**src/hw/fpc_pkg.sv**
```systemverilog
// Constants shared by the fractional clock multiplier configuration block
// Overview of operation
// - Reference clock passes through a selectable divide-by-one or divide-by-two prescaler.
// - Oscillator output divides by four, or by two when half-output-divide is set.
// - A programmable integer master prescaler after the output scaler makes the master clock.
// - Fraction is 24-bit unsigned, fraction times 2^24 rounded; ratio is N plus K/2^24.
// - Integer part and prescaler select share the prescale/integer register.
// - Fraction splits: top 6 bits, middle 9 bits, low 9 bits over three registers.
// - Select pin can carry the master prescaler input clock divided by 1, 2, 3 or 4.
// - Master prescaler is fed from the reference pin or the oscillator path by selection.
package fpc_pkg;
    // ------------------------------------------------------------------
    // Register map
    // ------------------------------------------------------------------
    localparam int ADDR_W = 7;
    localparam int DATA_W = 9;
    localparam logic [ADDR_W-1:0] PRESCALE_INT_ADDR = 7'h24;
    localparam logic [ADDR_W-1:0] FRAC_HIGH_ADDR = 7'h25;
    localparam logic [ADDR_W-1:0] FRAC_MID_ADDR = 7'h26;
    localparam logic [ADDR_W-1:0] FRAC_LOW_ADDR = 7'h27;
    localparam logic [DATA_W-1:0] PRESCALE_INT_RST = 9'h008;
    localparam logic [DATA_W-1:0] FRAC_HIGH_RST = 9'h000;
    localparam logic [DATA_W-1:0] FRAC_MID_RST = 9'h000;
    localparam logic [DATA_W-1:0] FRAC_LOW_RST = 9'h000;
    localparam logic [DATA_W-1:0] READ_NONE = 9'h000;

    // ------------------------------------------------------------------
    // Field layout
    // ------------------------------------------------------------------
    localparam int INT_W = 4;
    localparam int INT_LSB = 0;
    localparam int PRESEL_BIT = 4;
    localparam int FRAC_W = 24;
    localparam int FRAC_HIGH_W = 6;
    localparam int FRAC_PART_W = 9;

    // ------------------------------------------------------------------
    // Divider constants
    // ------------------------------------------------------------------
    localparam int DIV_W = 8;
    localparam logic [DIV_W-1:0] DIV_ONE = 8'h01;
    localparam logic [DIV_W-1:0] DIV_TWO = 8'h02;
    localparam logic [DIV_W-1:0] DIV_FOUR = 8'h04;
    localparam int GPIO_SEL_W = 2;
endpackage

```
**src/hw/fpc_div_if.sv**
```systemverilog
// Clock divider connection: input edge stream, divisor and divided clock
`timescale 1ns/1ns
interface fpc_div_if;
    import fpc_pkg::*;
    logic in_level;
    logic in_rise;
    logic [DIV_W-1:0] divisor;
    logic out_level;
    logic out_rise;
    modport src (output in_level, output in_rise, output divisor, input out_level, input out_rise);
    modport div (input in_level, input in_rise, input divisor, output out_level, output out_rise);
endinterface

```
**src/hw/fpc_divider.sv**
```systemverilog
// Integer clock divider working on rising-edge strobes of a sampled clock
`timescale 1ns/1ns
module fpc_divider (
    // Clock and reset
    input wire logic clk_sys,
    input wire logic sys_rst,
    // Divider link
    fpc_div_if.div dv
);
    import fpc_pkg::*;

    logic [DIV_W-1:0] cnt_reg;
    logic [DIV_W-1:0] cnt_next;
    logic level_reg;
    logic level_next;
    logic rise_reg;
    wire logic [DIV_W-1:0] div_eff = (dv.divisor == '0) ? DIV_ONE : dv.divisor;
    wire logic [DIV_W-1:0] half = DIV_W'((div_eff + DIV_ONE) >> 1);
    wire logic wrap = (cnt_reg >= div_eff - DIV_ONE);
    wire logic pass = (div_eff == DIV_ONE);

    // ------------------------------------------------------------------
    // Counting
    // ------------------------------------------------------------------
    // Output is high for the first half of each period, low for the rest;
    // odd divisors therefore give a duty a little above one half.
    always_comb begin
        cnt_next = cnt_reg;
        level_next = level_reg;
        if (pass) begin
            cnt_next = '0;
            level_next = dv.in_level;
        end else if (dv.in_rise) begin
            cnt_next = wrap ? '0 : cnt_reg + DIV_ONE;
            level_next = (cnt_next < half);
        end
    end

    always_ff @(posedge clk_sys) begin
        if (sys_rst) begin
            cnt_reg <= '0;
            level_reg <= 1'b0;
            rise_reg <= 1'b0;
        end else begin
            cnt_reg <= cnt_next;
            level_reg <= level_next;
            rise_reg <= dv.in_rise && (pass || wrap);
        end
    end

    assign dv.out_level = level_reg;
    assign dv.out_rise = rise_reg;
endmodule

```
**src/hw/fpc_clock_config.sv**
```systemverilog
// Fractional clock multiplier configuration registers and divider chain
`timescale 1ns/1ns
module fpc_clock_config (
    // Clock and reset
    input wire logic clk_sys,
    input wire logic sys_rst,
    // Register port from the serial control interface
    input wire logic reg_wr_en,
    input wire logic [fpc_pkg::ADDR_W-1:0] reg_addr,
    input wire logic [fpc_pkg::DATA_W-1:0] reg_wr_data,
    output logic [fpc_pkg::DATA_W-1:0] reg_rd_data,
    // Clock control settings held elsewhere
    input wire logic pll_enable,
    input wire logic pll_half_output_divide,
    input wire logic clock_select_pll,
    input wire logic [fpc_pkg::DIV_W-1:0] master_prescale,
    input wire logic gpio_pll_output_enable,
    input wire logic [fpc_pkg::GPIO_SEL_W-1:0] gpio_divide_select,
    // Clocks sampled from pins and from the oscillator
    input wire logic mclk_pin,
    input wire logic pll_osc_level,
    // Oscillator loop control
    output logic pll_osc_enable,
    output logic pll_ref_clk,
    output logic [fpc_pkg::INT_W-1:0] pll_ratio_int,
    output logic [fpc_pkg::FRAC_W-1:0] pll_ratio_frac,
    // Clock outputs
    output logic internal_master_clock,
    output logic multipurpose_select_pin_out,
    output logic multipurpose_select_pin_oe_n
);
    import fpc_pkg::*;

    // ------------------------------------------------------------------
    // Helpers
    // ------------------------------------------------------------------
    function automatic logic rising(input logic now, input logic prev);
        rising = now & ~prev;
    endfunction

    function automatic logic [DIV_W-1:0] gpio_divisor(input logic [GPIO_SEL_W-1:0] sel);
        gpio_divisor = DIV_W'(sel) + DIV_ONE;
    endfunction

    // ------------------------------------------------------------------
    // Registers
    // ------------------------------------------------------------------
    logic [DATA_W-1:0] prescale_int_reg;
    logic [DATA_W-1:0] frac_high_reg;
    logic [DATA_W-1:0] frac_mid_reg;
    logic [DATA_W-1:0] frac_low_reg;
    logic [DATA_W-1:0] rd_next;
    logic [INT_W-1:0] applied_int_reg;
    logic [FRAC_W-1:0] applied_frac_reg;
    logic pll_en_reg;
    logic mclk_prev_reg;
    logic osc_prev_reg;

    wire logic wr_prescale_int = reg_wr_en && (reg_addr == PRESCALE_INT_ADDR);
    wire logic wr_frac_high = reg_wr_en && (reg_addr == FRAC_HIGH_ADDR);
    wire logic wr_frac_mid = reg_wr_en && (reg_addr == FRAC_MID_ADDR);
    wire logic wr_frac_low = reg_wr_en && (reg_addr == FRAC_LOW_ADDR);

    always_ff @(posedge clk_sys) begin
        if (sys_rst) begin
            prescale_int_reg <= PRESCALE_INT_RST;
            frac_high_reg <= FRAC_HIGH_RST;
            frac_mid_reg <= FRAC_MID_RST;
            frac_low_reg <= FRAC_LOW_RST;
        end else begin
            if (wr_prescale_int) begin
                prescale_int_reg <= reg_wr_data;
            end
            if (wr_frac_high) begin
                frac_high_reg <= reg_wr_data;
            end
            if (wr_frac_mid) begin
                frac_mid_reg <= reg_wr_data;
            end
            if (wr_frac_low) begin
                frac_low_reg <= reg_wr_data;
            end
        end
    end

    // Unused upper bits of the high fraction register read back as written
    always_comb begin
        case (reg_addr)
            PRESCALE_INT_ADDR: rd_next = prescale_int_reg;
            FRAC_HIGH_ADDR: rd_next = frac_high_reg;
            FRAC_MID_ADDR: rd_next = frac_mid_reg;
            FRAC_LOW_ADDR: rd_next = frac_low_reg;
            default: rd_next = READ_NONE;
        endcase
    end

    // ------------------------------------------------------------------
    // Multiplier ratio handed to the oscillator loop
    // ------------------------------------------------------------------
    wire logic [INT_W-1:0] prog_int = prescale_int_reg[INT_LSB +: INT_W];
    wire logic [FRAC_W-1:0] prog_frac = {frac_high_reg[FRAC_HIGH_W-1:0],
        frac_mid_reg[FRAC_PART_W-1:0], frac_low_reg[FRAC_PART_W-1:0]};
    wire logic pll_en_rise = rising(pll_enable, pll_en_reg);

    // Ratio is captured only on the enable edge, so register-by-register
    // writes while running cannot step the loop through odd frequencies.
    always_ff @(posedge clk_sys) begin
        if (sys_rst) begin
            pll_en_reg <= 1'b0;
            applied_int_reg <= PRESCALE_INT_RST[INT_LSB +: INT_W];
            applied_frac_reg <= '0;
        end else begin
            pll_en_reg <= pll_enable;
            if (pll_en_rise) begin
                applied_int_reg <= prog_int;
                applied_frac_reg <= prog_frac;
            end
        end
    end

    // ------------------------------------------------------------------
    // Divider chain
    // ------------------------------------------------------------------
    fpc_div_if pre_if ();
    fpc_div_if post_if ();
    fpc_div_if mclk_if ();
    fpc_div_if gpio_if ();

    always_ff @(posedge clk_sys) begin
        if (sys_rst) begin
            mclk_prev_reg <= 1'b0;
            osc_prev_reg <= 1'b0;
        end else begin
            mclk_prev_reg <= mclk_pin;
            osc_prev_reg <= pll_osc_level & pll_en_reg;
        end
    end

    wire logic mclk_rise = rising(mclk_pin, mclk_prev_reg);
    wire logic osc_gated = pll_osc_level & pll_en_reg;
    wire logic osc_rise = rising(osc_gated, osc_prev_reg);

    assign pre_if.in_level = mclk_pin;
    assign pre_if.in_rise = mclk_rise;
    assign pre_if.divisor = prescale_int_reg[PRESEL_BIT] ? DIV_TWO : DIV_ONE;

    assign post_if.in_level = osc_gated;
    assign post_if.in_rise = osc_rise;
    assign post_if.divisor = pll_half_output_divide ? DIV_TWO : DIV_FOUR;

    // Master prescaler input: reference pin or scaled oscillator
    wire logic src_level = clock_select_pll ? post_if.out_level : mclk_pin;
    wire logic src_rise = clock_select_pll ? post_if.out_rise : mclk_rise;

    assign mclk_if.in_level = src_level;
    assign mclk_if.in_rise = src_rise;
    assign mclk_if.divisor = master_prescale;

    assign gpio_if.in_level = src_level;
    assign gpio_if.in_rise = src_rise;
    assign gpio_if.divisor = gpio_divisor(gpio_divide_select);

    fpc_divider u_pre (.clk_sys(clk_sys), .sys_rst(sys_rst), .dv(pre_if));
    fpc_divider u_post (.clk_sys(clk_sys), .sys_rst(sys_rst), .dv(post_if));
    fpc_divider u_mclk (.clk_sys(clk_sys), .sys_rst(sys_rst), .dv(mclk_if));
    fpc_divider u_gpio (.clk_sys(clk_sys), .sys_rst(sys_rst), .dv(gpio_if));

    // ------------------------------------------------------------------
    // Output flops
    // ------------------------------------------------------------------
    always_ff @(posedge clk_sys) begin
        if (sys_rst) begin
            reg_rd_data <= READ_NONE;
            pll_osc_enable <= 1'b0;
            pll_ref_clk <= 1'b0;
            pll_ratio_int <= PRESCALE_INT_RST[INT_LSB +: INT_W];
            pll_ratio_frac <= '0;
            internal_master_clock <= 1'b0;
            multipurpose_select_pin_out <= 1'b0;
            multipurpose_select_pin_oe_n <= 1'b1;
        end else begin
            reg_rd_data <= rd_next;
            pll_osc_enable <= pll_en_reg;
            pll_ref_clk <= pre_if.out_level;
            pll_ratio_int <= applied_int_reg;
            pll_ratio_frac <= applied_frac_reg;
            internal_master_clock <= mclk_if.out_level;
            multipurpose_select_pin_out <= gpio_pll_output_enable & gpio_if.out_level;
            multipurpose_select_pin_oe_n <= ~gpio_pll_output_enable;
        end
    end
endmodule

```
**config.mk**
```make
export PLATFORM = sky130hd
export DESIGN_NAME = fpc_clock_config
export DESIGN_NICKNAME = d
export VERILOG_FILES = /design/src/hw/fpc_pkg.sv /design/src/hw/fpc_div_if.sv /design/src/hw/fpc_divider.sv /design/src/hw/fpc_clock_config.sv
export SDC_FILE = /design/constraint.sdc
export NUM_CORES = 1
export LEC_CHECK = 0
export ABC_CLOCK_PERIOD_IN_PS = 4100
export BUFFER_PORTS_ARGS = -buffer_cell sky130_fd_sc_hd__buf_2
export CAP_MARGIN = 20
export CORE_MARGIN = 8
export CORE_UTILIZATION = 45
export CTS_CLUSTER_SIZE = 25
export DETAILED_ROUTE_END_ITERATION = 8
export GPL_ROUTABILITY_DRIVEN = 0
export SKIP_CTS_REPAIR_TIMING = 1
export SYNTH_ARGS = -nofsm -noshare
export SYNTH_HDL_FRONTEND = slang
export SYNTH_SLANG_ARGS = --single-unit
```
**constraint.sdc**
```tcl
create_clock -name clk_sys -period 4.1 [get_ports clk_sys]
set_input_delay 0.41 -clock clk_sys [delete_from_list [all_inputs] [get_ports clk_sys]]
set_output_delay 0.41 -clock clk_sys [all_outputs]
set_load 0.03 [all_outputs]
```
Word level (Yosys, flattened, before mapping)
Cells that the tools add are included.
- register bits after elaboration: 146
- input port bits: 35
- word-level logic and storage cells: 103
- add/sub/neg operators: 13
- order comparisons: 8
- eq/ne operators: 8
- multiplexer cells: 21
- bitwise operators: 9
- reduce and logical (&&, ||, !) cells: 18
- operators with widths (kind ; count):
    8-bit by 1-bit adder with 8-bit output, second input constant ; 8
    8-bit 2-to-1 mux ; 5
    9-bit case mux with 4 select lines ; 1
    8-bit by 1-bit equality test with 1-bit output, second input constant ; 4
    8-bit >= comparator ; 4
    8-bit zero test ; 4
    8-bit by 7-bit < comparator with 1-bit output ; 4
    8-bit by 1-bit subtractor with 8-bit output, second input constant ; 4
    7-bit by 6-bit equality test with 1-bit output, second input constant ; 4
    1-bit 2-to-1 mux ; 10
    3-bit 2-to-1 mux ; 3
    2-bit nonzero test ; 4
    2-bit OR reduction ; 4
    1-bit AND ; 5
    1-bit logical AND ; 5
    2-bit 2-to-1 mux ; 2
    1-bit NOT ; 4
    2-bit by 1-bit adder with 3-bit output, second input constant ; 1
    1-bit logical OR ; 1

Longest topological paths before layout
- depth in word-level cells: 9
- depth in mapped cells: 20
- gate-level depth less buffers: 19

Cells and area by module
A second synthesis with hierarchy kept.
- cells, all modules: 999
- area total of the unflattened synthesis: 8790.9 um^2
- modules (own cells, without submodules) (module ; times used ; cells each ; area each (um^2) ; seq. area each (um^2)):
    fpc_divider ; 4 ; 155 ; 1211.2 ; 200.2
    fpc_clock_config ; 1 ; 379 ; 3946.3 ; 2182.1

Worst setup path before layout
Ideal clock, no wire load.
- path kind: input port to flip-flop
- from: in master_prescale[5] in the netlist's numbering
- to: reg u_mclk.level_reg, in the netlist u_mclk.dv.out_level
- arrival: 3.694 ns
- data required time: 4.025 ns
- path slack: 0.331 ns
- stages on the path: 20
- cell sequence: buf_2 nor3_1 and2_1 a21o_1 inv_1 ha_1 nand2_1 nor3_1 xnor2_1 ha_1 nand3_1 o211ai_1 a21o_1 nor2_1 ha_1 a2111oi_0 a21oi_1 nand3b_1 a22oi_1 o22ai_1
- word-level cells in the longest chain between the ends: 8
- RTL lines (element ; RTL line ; RTL):
    from (decl) ; fpc_clock_config.sv:16 ; input wire logic [fpc_pkg::DIV_W-1:0] master_prescale,
    8-bit zero test ; fpc_divider.sv:17 ; wire logic [DIV_W-1:0] div_eff = (dv.divisor == '0) ? DIV_ONE : dv.divisor;
    8-bit 2-to-1 mux (*) ; fpc_divider.sv:17 ;
    8-bit by 1-bit subtractor with 8-bit output ; fpc_divider.sv:19 ; wire logic wrap = (cnt_reg >= div_eff - DIV_ONE);
    8-bit >= comparator ; fpc_divider.sv:19 ;
    8-bit 2-to-1 mux ; fpc_divider.sv:34 ; cnt_next = wrap ? '0 : cnt_reg + DIV_ONE;
    8-bit by 7-bit < comparator with 1-bit output ; fpc_divider.sv:35 ; level_next = (cnt_next < half);
    1-bit 2-to-1 mux ; fpc_divider.sv:33 ; end else if (dv.in_rise) begin
    1-bit 2-to-1 mux ; fpc_divider.sv:30 ; if (pass) begin
    to (signal assigned) ; fpc_divider.sv:46 ; level_reg <= level_next;
    to (decl) ; fpc_divider.sv:14 ; logic level_reg;
Every way passes the cells marked *; elsewhere a longest branch is shown, timed or not. The select of a mux whose other input is x is not followed.
A chain may end at the register's enable or synchronous reset.

Worst setup path in the final report
Ends and elaborated chain as after synthesis.

==> results.toml <==
[run_status]
status = "completed"

[die]
die_w_um = 133
ios = 77
die-area_mm2 = 0.0176
fp.dieH_um = 133
rows = 42
initial_core_util_pct = 46.2
core-area_mm2 = 0.0132

[logic_synthesis]
syn_nets = 723
yosysSeqAreaShare_pct = 47.8
synth_edf_count = 0
syn_area_mm2 = 0.00612
syn_area_per_cell_um2 = 9.30
ys_seq_elements = 146
synth_ff_type = "dfxtp_1"
yosysWarnings = 0
synthCells = 658
synthDistinctLibCells = 56
async_flop_share_pct = 0

[grt]
gr-total-overflow = 0
grt_pass1_wl_mm = 23.5
grt_pass1_vias = 4906
grt_max_degree = 62
antenna_found_initial = 0
track_usage_pct = 16.4

[setup_path]
cpPeakStageDelay_ps = 560
endpoint_kind = "flip-flop"
crit_top_cell = "ha_1"
critPathRequiredTime_ps = 4440
reg2reg_slack_ps = 1240
critical_path_class = "in2reg"
cp.arrival_ps = 4050
reg2reg_depth = 12
critPathSlowestCell = "a2111oi_0"
worstReg2RegStart = "u_mclk.cnt_reg[0]"
cp_max_fo = 6
critPathLaunchType = "primary input"
path_cells = "buf_2 > nor3_1 > and2_1 > a21o_1 > inv_1 > ha_1 > nand2_1 > nor3_1 > xnor2_1 > ha_1 > nand3_1 > o211ai_1 > a21o_1 > nor2_1 > ha_1 > a2111oi_0 > a21oi_1 > nand3b_1 > a22oi_1 > o22ai_1"
r2r-end = "u_mclk.dv.out_level"

[pwr]
p_leak_nw = 3.04
total_power_mw = 3.01
powerDensity_mw_per_mm2 = 418
ir_drop_v = 0.000252

[timing]
period_share_pct = 90.4
finalMaxSlewViolations = 0
rsz0062_at_grt = "no"
max-slew-margin-rel_pct = 40.1
fin_tns_setup_ps = 0
fin_crit_ps = 3710
fmax_ghz = 0.270
finClkSkew_ps = 7.93
tightest_slew_ps = 891
hold_violations = 0
setup_viol_count_final = 0

[clock_tree]
cts_tree = "yes"
path_clk_slew_ps = 60
cts_buffers = 17
root_buffer = "clkbuf_16"
cts_max_level = 4
clk_latency_ps = 420
cts_buffer_depth = 2
cts_sinks = 146

[route]
wirelength_mm = 14.0
post_drt_via_cell_ratio = 5.15
drtPass1Iterations = 4
drt_iter0_markers = 247
vias = 4706
drc = 0
avgRoutedWirePerCell_um = 15.3
drtAntennaViolNets = 0

[min_path]
holdPathStages = 2
hp-class = "in2reg"
min_from = "gpio_pll_output_enable"
holdPathEnd = "multipurpose_select_pin_oe_n"

[cells_and_area]
nets = 790
drive_gt1_share_pct = 18.0
final_cell_mix = "dfxtp_1 (146), nand2_1 (89), buf_2 (75)"
synthToLayoutAreaGrowth_pct = 17.5
diodes = 0
finish.utilization_pct = 54.3
final_common_cell = "dfxtp_1"

[placed_design]
place_hpwl_mm = 9.99
port_buffers = 76

[run]
max_cap_viol_count = 0
==> kinds of logic (layout without fill, tap and decap cells) <==
family                   after synthesis  count (layout)  synth area share [%]
buffers and inverters                 49             128                  3.21
XOR/XNOR                              21              21                  3.01
adder cells (fa/ha/maj)               30              30                  6.14
multiplexers                          42              42                  7.71
AO/OA/AOI/OAI                         94              94                  9.94
flip-flops                           146             146                  47.8
AND/OR/NAND/NOR                      276             276                  22.2
==> worst max-delay path by stage <==
| stage | depth (start not counted) | endpoint | start | slack, ps |
|---|---|---|---|---|
| 2_1_floorplan | 20 | u_mclk.dv.out_level | master_prescale[5] | 330 |
| 3_3_place_gp | 20 | u_mclk.dv.out_level | master_prescale[5] | 200 |
| 3_5_place_dp | 20 | u_mclk.dv.out_level | master_prescale[5] | 3 |
| 4_1_cts | 20 | u_mclk.dv.out_level | master_prescale[5] | 420 |
| 5_1_grt | 20 | u_mclk.dv.out_level | master_prescale[5] | 140 |
| 6_report | 20 | u_mclk.dv.out_level | master_prescale[5] | 390 |
==> worst max-delay path, delay by kind of cell <==
family	cells	cell delay, ps
AND/OR/NAND/NOR	7	950
buffers and inverters	2	200
adder cells (fa/ha/maj)	3	800
AO/OA/AOI/OAI	7	1550
XOR/XNOR	1	130
==> area by class of cell <==
class	count	area [um^2]
Inverter	14	52.6
Timing Repair Buffer	83	455
Tap cell	176	220
Sequential cell	146	2920
Clock buffer	17	425
Fill cell	1268	6050
Multi-Input combinational cell	463	3010
Clock inverter	14	106
==> report_power, final <==
group	internal, mW	switching [mW]	leakage [nW]	total, mW
sequential	1.43	0.00667	1.18	1.44
clock	0.776	0.611	0.258	1.39
combinational	0.0682	0.116	1.60	0.185
==> routing by layer <==
| metal | GRT usage (%) | up-vias | part of all wire [%] |
|---|---|---|---|
| met1 | 18.3 | 2215 | 44 |
| met5 | 0 | - | 0 |
| met4 | 7.82 | 0 | 2.0 |
| li1 | - | 2381 | - |
| met2 | 28.2 | 87 | 49 |
| met3 | 4.73 | 23 | 4.5 |
==> through the flow <==
stage | hold WS, ps | area [um^2] | cells | worst slack [ps]
floorplan | 417 | 6120 | 658 | 331
finish | 182 | 7190 | 913 | 395
global route | 183 | 7190 | 913 | 143
detailed placement | 436 | 6630 | 881 | 2.54
global placement | 441 | 6630 | 881 | 202
CTS | 165 | 7160 | 912 | 421
==> cell usage after synthesis, types with 2 or more instances <==
cell / number / share of area [%]
clkbuf_1: 24 / 1.5
nor2b_1: 45 / 4.6
a21o_1: 3 / 0.37
xnor2_1: 11 / 1.6
ha_1: 30 / 6.1
inv_1: 14 / 0.86
or2_2: 3 / 0.31
xor2_1: 10 / 1.4
and3_1: 6 / 0.61
buf_1: 3 / 0.18
nand3b_1: 2 / 0.25
nand2b_1: 9 / 0.92
or3_1: 5 / 0.51
buf_2: 7 / 0.57
nor4_1: 5 / 0.51
a22oi_1: 3 / 0.37
a311oi_1: 7 / 1.0
dfxtp_1: 146 / 48
mux2i_1: 37 / 6.1
nand3_1: 17 / 1.4
nand2_1: 89 / 5.5
a32o_1: 2 / 0.33
o21bai_1: 2 / 0.25
a211oi_1: 2 / 0.25
nor2_1: 57 / 3.5
o211ai_1: 2 / 0.25
and2_1: 13 / 1.3
a221oi_1: 5 / 0.72
a2111oi_0: 2 / 0.29
a21oi_1: 47 / 3.8
and3_2: 2 / 0.25
and2_2: 2 / 0.25
nor3_1: 12 / 0.98
o21ai_0: 8 / 0.65
mux4_2: 4 / 1.5
a211o_1: 2 / 0.29
(Power assumes the default switching activity.)
